### src/pkg/tsi_consts.vh
// Constants for the teletype serial interface
`ifndef TSI_CONSTS_VH
`define TSI_CONSTS_VH
// Register byte addresses on APB
`define TSI_CMD_ADDR 12'h000
`define TSI_ACC_ADDR 12'h004
`define TSI_STAT_ADDR 12'h008
`define TSI_RES_ADDR 12'h00C
`define TSI_CFG_ADDR 12'h010
// Instruction classes written to the command register bits 15:12
`define TSI_CLS_CTL 4'h1
`define TSI_CLS_SKS 4'h2
`define TSI_CLS_INA 4'h3
`define TSI_CLS_OTA 4'h4
`define TSI_CLS_SMK 4'h5
// Function codes in command bits 9:0 (hex values)
`define TSI_FN_IN_MODE 10'h004
`define TSI_FN_OUT_MODE 10'h044
`define TSI_FN_READY 10'h004
`define TSI_FN_NOT_BUSY 10'h044
`define TSI_FN_NOT_INT 10'h104
`define TSI_FN_NO_STOP 10'h144
`define TSI_FN_ASCII 10'h004
`define TSI_FN_BINARY 10'h084
`define TSI_FN_CLR_ASCII 10'h204
`define TSI_FN_CLR_BINARY 10'h284
`define TSI_FN_MASK 10'h010
// Stop codes, octal 223 and 023
`define TSI_STOP_HI 8'h93
`define TSI_STOP_LO 8'h13
// Mask bit position in the accumulator
`define TSI_MASK_BIT 11
// Serial timing
`define TSI_CLK_HZ 100000000
`define TSI_BAUD 110
`define TSI_BIT_CYC (`TSI_CLK_HZ / `TSI_BAUD)
`endif

### src/rtl/tsi_bit_timer.v
// Bit-period timer with restart input and tick output
`timescale 1ns/1ps
module tsi_bit_timer #(
  parameter CYC = 909090,
  parameter W = 20
) (
  input wire core_clk_i,
  input wire rst_n_i,
  input wire restart_i,
  input wire [W-1:0] load_i,
  output wire tick_o
);
  reg [W-1:0] cnt_q;
  // Counts down, reloads on restart or on reaching zero
  always @(posedge core_clk_i or negedge rst_n_i) begin
    if (!rst_n_i) begin
      cnt_q <= {W{1'b0}};
    end else if (restart_i) begin
      cnt_q <= load_i;
    end else if (cnt_q == {W{1'b0}}) begin
      cnt_q <= CYC[W-1:0] - {{(W-1){1'b0}}, 1'b1};
    end else begin
      cnt_q <= cnt_q - {{(W-1){1'b0}}, 1'b1};
    end
  end
  assign tick_o = (cnt_q == {W{1'b0}}) && !restart_i;
endmodule

### src/rtl/tsi_core.v
// Teletype serial interface: instruction decode, UART, APB slave
`timescale 1ns/1ps
`include "tsi_consts.vh"
module tsi_core #(
  parameter BIT_CYC = `TSI_BIT_CYC,
  parameter TW = 20
) (
  input wire core_clk_i,
  input wire rst_n_i,
  input wire psel_i,
  input wire penable_i,
  input wire pwrite_i,
  input wire [11:0] paddr_i,
  input wire [31:0] pwdata_i,
  output reg [31:0] prdata_o,
  output wire pready_o,
  output wire pslverr_o,
  input wire serial_rx_i,
  output reg serial_tx_o,
  output wire std_irq_o,
  output wire reader_run_o
);
  // Shared state codes for receive and transmit
  localparam ST_IDLE = 2'd0;
  localparam ST_SHIFT = 2'd1;
  // 1 start, 8 data, 2 stop bits on the line
  localparam [3:0] NBITS = 4'd11;
  localparam integer HALF_I = BIT_CYC / 2;
  localparam integer FULL_I = BIT_CYC - 1;
  localparam [TW-1:0] HALF = HALF_I[TW-1:0];
  localparam [TW-1:0] FULL = FULL_I[TW-1:0];

  reg out_mode_q;
  reg mask_q;
  reg [15:0] acc_q;
  reg skip_q;
  reg [7:0] rx_buf_q;
  reg rx_rdy_q;
  reg stop_q;
  reg [1:0] rx_st_q;
  reg [3:0] rx_cnt_q;
  reg [7:0] rx_sh_q;
  reg [1:0] tx_st_q;
  reg [3:0] tx_cnt_q;
  reg [10:0] tx_sh_q;
  reg tx_rdy_q;
  reg stop_run_q;
  reg [1:0] tail_q;

  // APB access decode, one access cycle per transfer
  wire wr = psel_i && penable_i && pwrite_i;
  // Reads have no side effects, so only writes are decoded here
  wire cmd_wr = wr && (paddr_i == `TSI_CMD_ADDR);
  wire acc_wr = wr && (paddr_i == `TSI_ACC_ADDR);
  wire [3:0] cls = pwdata_i[15:12];
  wire [9:0] fn = pwdata_i[9:0];
  wire known = (paddr_i == `TSI_CMD_ADDR) || (paddr_i == `TSI_ACC_ADDR) ||
               (paddr_i == `TSI_STAT_ADDR) || (paddr_i == `TSI_RES_ADDR) ||
               (paddr_i == `TSI_CFG_ADDR);
  // Status terms shared by the skip tests and the status read
  wire busy = (tx_st_q != ST_IDLE) || (rx_st_q != ST_IDLE);
  wire ready = out_mode_q ? tx_rdy_q : rx_rdy_q;
  wire irq = ready && mask_q;
  // Instruction strobes; refused instructions fall through as no-ops
  wire do_ctl = cmd_wr && (cls == `TSI_CLS_CTL);
  wire do_sks = cmd_wr && (cls == `TSI_CLS_SKS);
  wire do_ina = cmd_wr && (cls == `TSI_CLS_INA) && !out_mode_q &&
                rx_rdy_q && ((fn == `TSI_FN_ASCII) ||
                (fn == `TSI_FN_BINARY) || (fn == `TSI_FN_CLR_ASCII) ||
                (fn == `TSI_FN_CLR_BINARY));
  wire do_ota = cmd_wr && (cls == `TSI_CLS_OTA) && out_mode_q &&
                tx_rdy_q && ((fn == `TSI_FN_ASCII) ||
                (fn == `TSI_FN_BINARY));
  wire do_smk = cmd_wr && (cls == `TSI_CLS_SMK) && (fn == `TSI_FN_MASK);
  wire rx_tick;
  wire tx_tick;
  // A low line while idle in input mode opens a receive frame
  wire rx_start = !out_mode_q && (rx_st_q == ST_IDLE) && !serial_rx_i;
  wire tx_start = do_ota;
  wire [7:0] tx_char;
  wire [7:0] rx_data;
  wire rx_done;

  // Zero wait states; unmapped accesses flag an error
  assign pready_o = 1'b1;
  assign pslverr_o = psel_i && penable_i && !known;
  assign std_irq_o = irq;
  assign reader_run_o = !stop_run_q;

  // Receive and transmit bit timers
  tsi_bit_timer #(.CYC(BIT_CYC), .W(TW)) u_rx_tmr (
    .core_clk_i(core_clk_i),
    .rst_n_i(rst_n_i),
    .restart_i(rx_start),
    .load_i(HALF),
    .tick_o(rx_tick)
  );
  tsi_bit_timer #(.CYC(BIT_CYC), .W(TW)) u_tx_tmr (
    .core_clk_i(core_clk_i),
    .rst_n_i(rst_n_i),
    .restart_i(tx_start),
    .load_i(FULL),
    .tick_o(tx_tick)
  );

  // Binary output forces channel 7 to the inverse of channel 6
  assign tx_char = (fn == `TSI_FN_BINARY) ?
                   {acc_q[7], ~acc_q[5], acc_q[5:0]} : acc_q[7:0];
  assign rx_data = {serial_rx_i, rx_sh_q[7:1]};
  assign rx_done = (rx_st_q == ST_SHIFT) && rx_tick &&
                   (rx_cnt_q == 4'd9);

  // Direction and mask
  always @(posedge core_clk_i or negedge rst_n_i) begin
    if (!rst_n_i) begin
      out_mode_q <= 1'b0;
      mask_q <= 1'b0;
    end else begin
      if (do_ctl && (fn == `TSI_FN_IN_MODE)) begin
        out_mode_q <= 1'b0;
      end else if (do_ctl && (fn == `TSI_FN_OUT_MODE)) begin
        out_mode_q <= 1'b1;
      end
      if (do_smk) begin
        mask_q <= acc_q[`TSI_MASK_BIT];
      end
    end
  end

  // Accumulator and skip result
  always @(posedge core_clk_i or negedge rst_n_i) begin
    if (!rst_n_i) begin
      acc_q <= 16'h0000;
      skip_q <= 1'b0;
    end else begin
      if (acc_wr) begin
        acc_q <= pwdata_i[15:0];
      end else if (do_ina) begin
        case (fn)
          `TSI_FN_ASCII: acc_q <= acc_q | {8'h00, rx_buf_q};
          `TSI_FN_BINARY: acc_q <= acc_q | {10'h000, rx_buf_q[5:0]};
          `TSI_FN_CLR_ASCII: acc_q <= {8'h00, rx_buf_q};
          `TSI_FN_CLR_BINARY: acc_q <= {10'h000, rx_buf_q[5:0]};
          default: acc_q <= acc_q;
        endcase
      end
      if (do_sks) begin
        case (fn)
          `TSI_FN_READY: skip_q <= ready;
          `TSI_FN_NOT_BUSY: skip_q <= !busy;
          `TSI_FN_NOT_INT: skip_q <= !irq;
          `TSI_FN_NO_STOP: skip_q <= !stop_q;
          default: skip_q <= 1'b0;
        endcase
      end else if (cmd_wr && (cls == `TSI_CLS_INA)) begin
        skip_q <= do_ina;
      end else if (cmd_wr && (cls == `TSI_CLS_OTA)) begin
        skip_q <= do_ota;
      end else if (cmd_wr) begin
        skip_q <= 1'b0;
      end
    end
  end

  // Serial receiver, busy from start bit to ready
  always @(posedge core_clk_i or negedge rst_n_i) begin
    if (!rst_n_i) begin
      rx_st_q <= ST_IDLE;
      rx_cnt_q <= 4'd0;
      rx_sh_q <= 8'h00;
      rx_buf_q <= 8'h00;
      rx_rdy_q <= 1'b0;
      stop_q <= 1'b0;
    end else begin
      case (rx_st_q)
        ST_IDLE: begin
          if (rx_start) begin
            rx_st_q <= ST_SHIFT;
            rx_cnt_q <= 4'd0;
          end
        end
        ST_SHIFT: begin
          if (rx_tick) begin
            rx_cnt_q <= rx_cnt_q + 4'd1;
            if (rx_cnt_q == 4'd0 && serial_rx_i) begin
              rx_st_q <= ST_IDLE;
            end else if (rx_cnt_q >= 4'd1 && rx_cnt_q <= 4'd8) begin
              rx_sh_q <= rx_data;
            end else if (rx_cnt_q == 4'd9) begin
              rx_st_q <= ST_IDLE;
            end
          end
        end
        default: rx_st_q <= ST_IDLE;
      endcase
      // Buffer keeps accepting after a stop code
      if (rx_done) begin
        rx_buf_q <= rx_sh_q;
        stop_q <= (rx_sh_q == `TSI_STOP_HI) ||
                  (rx_sh_q == `TSI_STOP_LO);
      end
      if (rx_done) begin
        rx_rdy_q <= 1'b1;
      end else if (do_ina) begin
        rx_rdy_q <= 1'b0;
      end
      if (out_mode_q) begin
        stop_q <= 1'b0;
      end
    end
  end

  // Any control pulse re-arms the reader so the host can restart it
  // Reader run request: stop after code plus two characters
  always @(posedge core_clk_i or negedge rst_n_i) begin
    if (!rst_n_i) begin
      stop_run_q <= 1'b0;
      tail_q <= 2'd0;
    end else if (do_ctl) begin
      stop_run_q <= 1'b0;
      tail_q <= 2'd0;
    end else if (rx_done) begin
      if ((rx_sh_q == `TSI_STOP_HI) || (rx_sh_q == `TSI_STOP_LO)) begin
        tail_q <= 2'd2;
      end else if (tail_q != 2'd0) begin
        tail_q <= tail_q - 2'd1;
        if (tail_q == 2'd1) begin
          stop_run_q <= 1'b1;
        end
      end
    end
  end

  // Serial transmitter, busy from load to end of last stop bit
  always @(posedge core_clk_i or negedge rst_n_i) begin
    if (!rst_n_i) begin
      tx_st_q <= ST_IDLE;
      tx_cnt_q <= 4'd0;
      tx_sh_q <= 11'h7FF;
      tx_rdy_q <= 1'b1;
      serial_tx_o <= 1'b1;
    end else begin
      case (tx_st_q)
        ST_IDLE: begin
          serial_tx_o <= 1'b1;
          if (tx_start) begin
            tx_sh_q <= {2'b11, tx_char, 1'b0};
            tx_cnt_q <= 4'd0;
            tx_st_q <= ST_SHIFT;
            tx_rdy_q <= 1'b0;
          end
        end
        ST_SHIFT: begin
          serial_tx_o <= tx_sh_q[0];
          if (tx_tick) begin
            tx_sh_q <= {1'b1, tx_sh_q[10:1]};
            tx_cnt_q <= tx_cnt_q + 4'd1;
            if (tx_cnt_q == NBITS - 4'd1) begin
              tx_st_q <= ST_IDLE;
              tx_rdy_q <= 1'b1;
            end
          end
        end
        default: tx_st_q <= ST_IDLE;
      endcase
    end
  end

  // APB read data, registered in the setup cycle
  always @(posedge core_clk_i or negedge rst_n_i) begin
    if (!rst_n_i) begin
      prdata_o <= 32'h0000_0000;
    end else if (psel_i && !penable_i && !pwrite_i) begin
      case (paddr_i)
        `TSI_ACC_ADDR: prdata_o <= {16'h0000, acc_q};
        `TSI_STAT_ADDR: prdata_o <= {25'h000_0000, reader_run_o, stop_q,
                                     irq, mask_q, busy, ready, out_mode_q};
        `TSI_RES_ADDR: prdata_o <= {31'h0000_0000, skip_q};
        `TSI_CFG_ADDR: prdata_o <= {24'h00_0000, rx_buf_q};
        default: prdata_o <= 32'h0000_0000;
      endcase
    end
  end
endmodule
### config.mk
export PLATFORM = sky130hd
export DESIGN_NAME = tsi_core
export DESIGN_NICKNAME = d
export VERILOG_FILES = /design/src/rtl/tsi_bit_timer.v /design/src/rtl/tsi_core.v
export VERILOG_INCLUDE_DIRS = /design/src /design/src/pkg
export SDC_FILE = /design/constraint.sdc
export NUM_CORES = 1
export LEC_CHECK = 0
export ABC_AREA = 0
export BUFFER_PORTS_ARGS = -buffer_cell sky130_fd_sc_hd__buf_2
export CAP_MARGIN = 20
export CORE_MARGIN = 4
export CORE_UTILIZATION = 40
export DETAILED_ROUTE_END_ITERATION = 12
export GPL_TIMING_DRIVEN = 0
export MAX_ROUTING_LAYER = met4
export PLACE_DENSITY = 0.69
export SLEW_MARGIN = 0
export SYNTH_ARGS = -nofsm -noshare
export SYNTH_HDL_FRONTEND = slang
export SYNTH_SLANG_ARGS = --single-unit
### constraint.sdc
create_clock -name core_clk_i -period 3.03 [get_ports core_clk_i]
set_input_delay 0.303 -clock core_clk_i [delete_from_list [all_inputs] [get_ports core_clk_i]]
set_output_delay 0.303 -clock core_clk_i [all_outputs]
set_load 0.005 [all_outputs]
# ---- Word-level counts from Yosys, hierarchy flattened
# Index checks and enable logic that the tools add are counted.
dict set report op_classes {
  muxes 54
  n_eq_ne 32
  bitwise 4
  n_lt_le_gt_ge 2
  n_addsub 5
  n_reduce_logical 80
}
# op n
set op_table {}
lappend op_table {{16-bit case mux with 4 select lines} 2}
lappend op_table {{20-bit 2-to-1 mux} 4}
lappend op_table {{20-bit logical NOT} 2}
lappend op_table {{20-bit by 1-bit subtractor with 20-bit output (second input constant)} 2}
lappend op_table {{16-bit 2-to-1 mux} 2}
lappend op_table {{1-bit logical AND} 30}
lappend op_table {{12-bit by 4-bit equality test with 1-bit output (second input constant)} 2}
lappend op_table {{2-bit 2-to-1 mux} 12}
lappend op_table {{2-bit nonzero test} 12}
lappend op_table {{11-bit 2-to-1 mux} 2}
lappend op_table {{11-bit case mux with 2 select lines} 1}
lappend op_table {{10-bit equality test (second input constant)} 2}
lappend op_table {{10-bit by 9-bit equality test with 1-bit output (second input constant)} 2}
lappend op_table {{1-bit 2-to-1 mux} 19}
lappend op_table {{4-bit 2-to-1 mux} 4}
lappend op_table {{16-bit by 6-bit OR with 16-bit output} 1}
lappend op_table {{16-bit by 8-bit OR with 16-bit output} 1}
lappend op_table {{4-bit case mux with 2 select lines} 2}
lappend op_table {{4-bit AND reduction} 4}
lappend op_table {{12-bit by 3-bit equality test with 1-bit output (second input constant)} 1}
lappend op_table {{12-bit by 5-bit equality test with 1-bit output (second input constant)} 1}
lappend op_table {{12-bit logical NOT} 1}
lappend op_table {{1-bit logical NOT} 11}
lappend op_table {{10-bit by 3-bit equality test with 1-bit output (second input constant)} 1}
lappend op_table {{other kinds (31)} 56}
dict set report word_totals {
  in_bits 50
  regBits 137
  output_inout_bits 37
}

# ---- Depth between registers and ports, before layout
# Gate-level depths: netlist (run 1).
dict set report logic_depth {
  depth_word 11
  depth_mapped 8
  mapped_depth_nobuf 7
}

# ---- Hierarchy
# Synthesis (run 1) repeated with hierarchy kept, for this count alone.
dict set report unflattened {
  cells_unflattened 645
  hier_area_um2 6522.5
}
# module n_inst cells_per_inst seq_area_each_um2 area_per_inst_um2
set modules_own_cells {}
lappend modules_own_cells {tsi_core 1 415 1940.6 4105.2}
lappend modules_own_cells {tsi_bit_timer 2 115 500.5 1208.7}

# ---- Worst setup path before layout (run 1)
# OpenSTA, ideal clock, no wires.
dict set report synth_timing {
  kind {register to register}
  startpoint {register u_rx_tmr.cnt_q[10]}
  endpoint {register rx_sh_q[7]}
  arrival_ps 2739
  setup_slack_ps 166
  setup_ps 125
  path_buffers 1
  path_stages_with_launch 7
  synth_period_minus_slack_ps 2864
  path_cell_list {dfrtp_1 > or4_4 > or4_4 > buf_6 > or3_4 > a2111oi_4 > mux2_2}
}
dict set report synth_between {
  elab_chain_cells 3
}
# element line_no
set synth_rtl {}
lappend synth_rtl {{from (decl)} tsi_bit_timer.v:13} ;# reg [W-1:0] cnt_q;
lappend synth_rtl {{from (signal assigned)} tsi_bit_timer.v:17} ;# cnt_q <= {W{1'b0}};
lappend synth_rtl {{from (signal assigned)} tsi_bit_timer.v:19} ;# cnt_q <= load_i;
lappend synth_rtl {{from (signal assigned)} tsi_bit_timer.v:21} ;# cnt_q <= CYC[W-1:0] - {{(W-1){1'b0}}, 1'b1};
lappend synth_rtl {{20-bit logical NOT} tsi_bit_timer.v:26} ;# assign tick_o = (cnt_q == {W{1'b0}}) && !restart_i;
lappend synth_rtl {{1-bit logical AND} tsi_bit_timer.v:26}
lappend synth_rtl {{4-bit AND reduction (no source line)} -}
lappend synth_rtl {{to (signal assigned)} tsi_core.v:188} ;# rx_sh_q <= rx_data;
lappend synth_rtl {{to (decl)} tsi_core.v:42} ;# reg [7:0] rx_sh_q;
# Every way passes these cells.
# A chain may end at the register's enable or synchronous reset.

# ---- Worst setup path in the final report (run 1)
dict set report layout_timing {
  startpoint {register u_rx_tmr.cnt_q[12]}
  endpoint {register rx_sh_q[3]}
}
# Same word-level chain as after synthesis.

==> results.toml, run 1 <==
[run_status]
status = "finished, final reports clean"

[power]
power.density_nw_per_um2 = 552
ir_worst_vdd_v = 0.000382
p_leak_uw = 0.00315

[timing]
max_slew.worst_pin.slew_ps = 917
finalSetupViolCount = 0
hold_viol = 0
finalWorstSetupSlack_ps = 165
drv_slew = 0
hold_ws_ps = 110
max-slew-margin-rel_pct = 38.4
min_period_ps = 2870
finClkSkew_ps = 9.83
min_period_over_period_pct = 94.6
tns_ps = 0
rsz0062_at_grt = "no"
fmaxAchievable_mhz = 349

[synthesis]
synth_top_area_cell = "dfrtp_1"
syn_avg_cell_area_um2 = 10.2
synth_top_area_share_pct = 44.1
synth-edff-count = 0
synth_flop_cell = "dfrtp_1"
yosys_warnings = 0
synth-seq-cells = 117
synth.most_common_cell = "dfrtp_1"
synth_commonest_cells = "dfrtp_1 (106), nand2_1 (65), nor2_1 (44)"
synth.area.top_cells = "dfrtp_1 (44%), mux2_2 (6.4%), dfstp_2 (4.8%)"
synth_cells = 589
yosysSeqAreaShare_pct = 48.9
syn_area_um2 = 6010
synth_cell_type_count = 61
async_flop_share_pct = 100

[setup_path]
crit_arrival_ps = 3160
path_cells = "or4_4 > or4_4 > buf_6 > or3_4 > a2111oi_4 > buf_6 > mux2_2"
path_buf_inv = 2
crit_path_top_delay_cell = "or4_4"
critPathMaxStageDelay_ps = 560
required_ps = 3320
cp-start-kind = "register"
path_max_fanout = 9
critPathTopFamily = "simple AND/OR/NAND/NOR gates"
crit_type = "reg -> reg"
endpoint_kind = "register"

[place]
gp_congestion = 0.873
dp_hpwl_um = 10100
dp_cells = 842
port_buffers = 53
pre_cts_ws_ps = -45.4

[detailed_routing]
dr.first_iter.drc_count = 455
drc_errors = 0
vias_per_cell = 5.54
vias = 4857
ant_nets = 0
wl_um = 13900
wl_per_cell_um = 15.9
first_pass_iters = 8

[floorplanning]
pin_count = 87
die_width_um = 131
core-area_um2 = 14600
rows = 44
fp.dieH_um = 131
die_area_um2 = 17100
initial_core_util_pct = 41.1

[global_routing]
grt_overflow_total = 0
grtUsageMet1_pct = 21.6
grt_usage_pct = 17.4
grt_pass1_vias = 4597
busiest_layer = "met2"
grt_first_pass_wirelength_um = 22600
grt_use_met2_pct = 26.9
antenna_found_initial = 0
grt_max_degree = 97
grt_use_met3_pct = 5.24

[cells_and_area]
fin_cells = 877
fill_cells = 1335
fin_nets = 743
antenna_cells = 0
post-route-util_pct = 49.3
area_growth_pct = 20.0
layout-drive-gt1-share_pct = 23.7

[clock_network]
cts.clk_slew.worst_paths_ps = 60
cts-root-buf = "clkbuf_16"
htree_levels = 4
insertion_delay_ps = 410
cts_tree = "built"
max-clock-path-buffers = 2
numCtsBuffers = 17
clock-sinks = 117

[worst_hold_path]
hp-class = "in -> reg"

[run]
drv_cap = 0
[through the flow]
stage,power (µW),instance area [µm²]
2_1_floorplan,1910,6070
3_3_place_gp,2020,6560
3_5_place_dp,2040,6600
4_1_cts,4010,7200
5_1_grt,4160,7220
6_report,3980,7220
[cells by family after synthesis]
group,count (synthesis),share of synthesized area [%]
AO/OA/AOI/OAI,108,12.6
flip-flops,117,48.9
AND/OR/NAND/NOR,228,20.0
XOR/XNOR,30,4.37
other,2,0.125
adder cells (fa/ha/maj),12,2.50
buffers and inverters,55,4.62
multiplexers,37,6.87
[routing by layer]
metal | routed length (µm) | part of all wire, %
met5 | 0 | 0
met2 | 6560 | 47
met4 | 262 | 1.9
met1 | 6260 | 45
met3 | 862 | 6.2
[cell usage in the layout (no fill, tap or decap), types with 18 or more instances in the layout]
cell type / instances
a21oi_1: 19
buf_2: 52
buf_4: 19
dfrtp_1: 106
inv_1: 18
mux2_2: 34
nand2_1: 65
nor2_1: 44
nor3_1: 23
o21ai_0: 26
xnor2_1: 20
[cell type report]
| class | count | area [µm²] | share of cell area [%] |
|---|---|---|---|
| timing repair buffer | 58 | 335 | 4.65 |
| sequential | 117 | 2940 | 40.8 |
| clock buffer | 19 | 453 | 6.28 |
| multi-input combinational | 432 | 2850 | 39.5 |
| inverter | 18 | 67.6 | 0.936 |
| buffer | 37 | 210 | 2.91 |
| tap | 184 | 230 | 3.19 |
| clock inverter | 12 | 130 | 1.80 |
[where the power goes]
part           leakage, µW  total, µW  switching, µW  internal [µW]
logic              0.00146        321            183            138
clock network     0.000273       1960            710           1250
registers          0.00142       1700           75.6           1630
[repair_timing]
item	CTS	global route
hold endpoints to repair	21	0
buffers inserted	1	2
setup endpoints to repair	8	8
pin swaps	1	2
resized for setup	0	1
hold buffers	1	0
[sequential cells by signal (all words and copies together), names as in the netlist, 2 cells and up]
| signal | count |
|---|---|
| prdata_o | 16 |
| tx_cnt_q | 4 |
| acc_q | 16 |
| rx_buf_q | 8 |
| tx_sh_q | 9 |
| rx_sh_q | 8 |
| u_tx_tmr.cnt_q | 20 |
| u_rx_tmr.cnt_q | 20 |
| tail_q | 2 |
| rx_cnt_q | 4 |
[worst paths after layout]
| check | from | endpoint | slack, ps | cells after the start |
|---|---|---|---|---|
| worst max register to register | u_rx_tmr.cnt_q[12] | rx_sh_q[3] | 160 | 7 |
| worst min register to register | prdata_o[13] | prdata_o[13] | 480 | 2 |
| max in group asynchronous | rst_n_i | serial_tx_o | 1980 | 3 |
| worst max-delay path | u_rx_tmr.cnt_q[12] | rx_sh_q[3] | 160 | 7 |
| min in group asynchronous | rst_n_i | prdata_o[15] | 310 | 2 |
| worst min-delay path | pwdata_i[11] | acc_q[11] | 110 | 2 |
Power figures use the tool's default switching activity.
==> run 2, diff against run 1 <==
--- a/config.mk
+++ b/config.mk
@@ -14,7 +14,7 @@
 export DETAILED_ROUTE_END_ITERATION = 12
 export GPL_TIMING_DRIVEN = 0
 export MAX_ROUTING_LAYER = met4
-export PLACE_DENSITY = 0.69
+export PLACE_DENSITY = 0.67
 export SLEW_MARGIN = 0
 export SYNTH_ARGS = -nofsm -noshare
 export SYNTH_HDL_FRONTEND = slang
==> constraint.sdc (replaced) <==
create_clock -name core_clk_i -period 3.7 [get_ports core_clk_i]
set_input_delay 0.37 -clock core_clk_i [delete_from_list [all_inputs] [get_ports core_clk_i]]
set_output_delay 0.37 -clock core_clk_i [all_outputs]
set_load 0.005 [all_outputs]
==> run 2 against run 1 <==
  * Utilization rose by 0.14 points
  * First-iteration DRC count fell by 19%
  * Critical path depth fell by 1
  * Clock power fell by 10%
  * Critical path type unchanged
  * Highest routed layer unchanged
==> results.toml, run 2 (synthesis results as in run 1) <==
[detailed_routing]
drc_errors = 0
dr.first_iter.drc_count = 369
vias = 4755
wl_per_cell_um = 16.3
first_pass_iters = 6
vias_per_cell = 5.43
ant_nets = 0
wl_um = 14300

[cells_and_area]
largest_registers = "u_rx_tmr.cnt_q: 20 flops, u_tx_tmr.cnt_q: 20 flops"
final_common_cell = "dfrtp_1"
fill_cells = 1335
layout_common_cells = "dfrtp_1 (106), nand2_1 (65), buf_2 (52), nor2_1 (44), mux2_2 (34)"
area_growth_pct = 20.4
fin_nets = 740
layout-drive-gt1-share_pct = 23.4
antenna_cells = 0

[setup_path]
path_max_fanout = 9
critPathMaxStageDelay_ps = 570
r2r_cells = 6
crit_arrival_ps = 3410
crit_type = "reg -> reg"
reg2reg_to = "rx_sh_q[3]"
crit_path_top_delay_cell = "or4_4"
required_ps = 3990
cp-start-kind = "register"
critPathCapture = "rx_sh_q[3]"
cp.depth = 6
path_buf_inv = 1
path_cells = "or4_4 > or4_4 > buf_6 > or3_4 > a2111oi_4 > mux2_2"
reg2reg_from = "u_rx_tmr.cnt_q[10]"
critPathTopFamily = "simple AND/OR/NAND/NOR gates"
crit_path_start = "u_rx_tmr.cnt_q[10]"
endpoint_kind = "register"
reg2reg_slack_ps = 580
cpMostUsedCell = "or4_4"

[clock_network]
max-clock-path-buffers = 2
numCtsBuffers = 17
cts_tree = "built"
cts-root-buf = "clkbuf_16"
clock-sinks = 117
cts_resized = 0
insertion_delay_ps = 410
htree_levels = 4
cts.clk_slew.worst_paths_ps = 60

[timing]
max_slew.worst_pin.slew_ps = 944
min_period_ps = 3120
tns_ps = 0
min_period_over_period_pct = 84.2
drv_slew = 0
hold_viol = 0
fmaxAchievable_mhz = 321
finClkSkew_ps = 9.17
rsz0062_at_grt = "no"
finalSetupViolCount = 0
max-slew-margin-rel_pct = 36.6

[place]
dp_hpwl_um = 10300
gp_congestion = 0.883
port_buffers = 53

[power]
design_power_total_uw = 3420
p_leak_uw = 0.00316
ir_worst_vdd_v = 0.000249
power.density_nw_per_um2 = 472

[floorplanning]
die_area_um2 = 17100
core-area_um2 = 14600
initial_core_util_pct = 41.1
rows = 44
pin_count = 87
fp.dieH_um = 131
die_width_um = 131

[global_routing]
grt_pass1_vias = 4741
grt_usage_pct = 18.0
grt_max_degree = 91
antenna_found_initial = 0
grt_first_pass_wirelength_um = 23500
grt_overflow_total = 0

[run_status]
status = "finished, final reports clean"

[worst_hold_path]
hp-class = "in -> reg"

[run]
drv_cap = 0
-- run 2: worst min path at each step --
stage                 start           end  slack, ps  depth (start not counted)
2_1_floorplan       rst_n_i      acc_q[0]         70                          0
3_3_place_gp    prdata_o[9]   prdata_o[9]        460                          2
3_5_place_dp        rst_n_i  prdata_o[15]        260                          1
4_1_cts        pwdata_i[11]     acc_q[11]        160                          2
5_1_grt        pwdata_i[11]     acc_q[11]        160                          2
6_report       pwdata_i[11]     acc_q[11]        180                          2
-- run 2: metrics by stage --
step                area [µm²]  utilization [%]  std cells  setup slack [ps]  hold WS (ps)
finish                    7240             49.4        875               584           185
global route              7240             49.4        875               519           162
CTS                       7240             49.4        875               605           161
detailed placement        6600             45.1        842               549           261
global placement          6560             44.8        841               655           460
floorplan                 6070                -        604               836          74.4
-- run 2: routing by layer --
metal	up-vias	global-route usage, %	routed length (µm)
li1	2277	-	-
met1	2327	22.2	6510
met2	130	28.6	6780
met3	21	4.72	684
met4	0	6.84	291
met5	-	-	0
-- run 2: final cells by class --
class,count,area [µm²],share of cell area [%]
buffer,37,210,2.90
clock buffer,17,425,5.88
clock inverter,15,204,2.82
inverter,18,67.6,0.934
multi-input combinational,432,2850,39.4
sequential,117,2940,40.6
tap,184,230,3.18
timing repair buffer,55,309,4.27
-- run 2: where the power goes --
part / leakage (µW) / internal, µW / switching (µW)
clock network: 0.000296 / 1130 / 628
registers: 0.00142 / 1330 / 60.7
logic: 0.00144 / 113 / 149
-- run 2: timing repair --
item | in CTS | in global routing
setup buffers | 0 | 0
endpoints found under the setup margin | 0 | 0
hold buffers | 1 | 0
hold endpoints to repair | 27 | 0
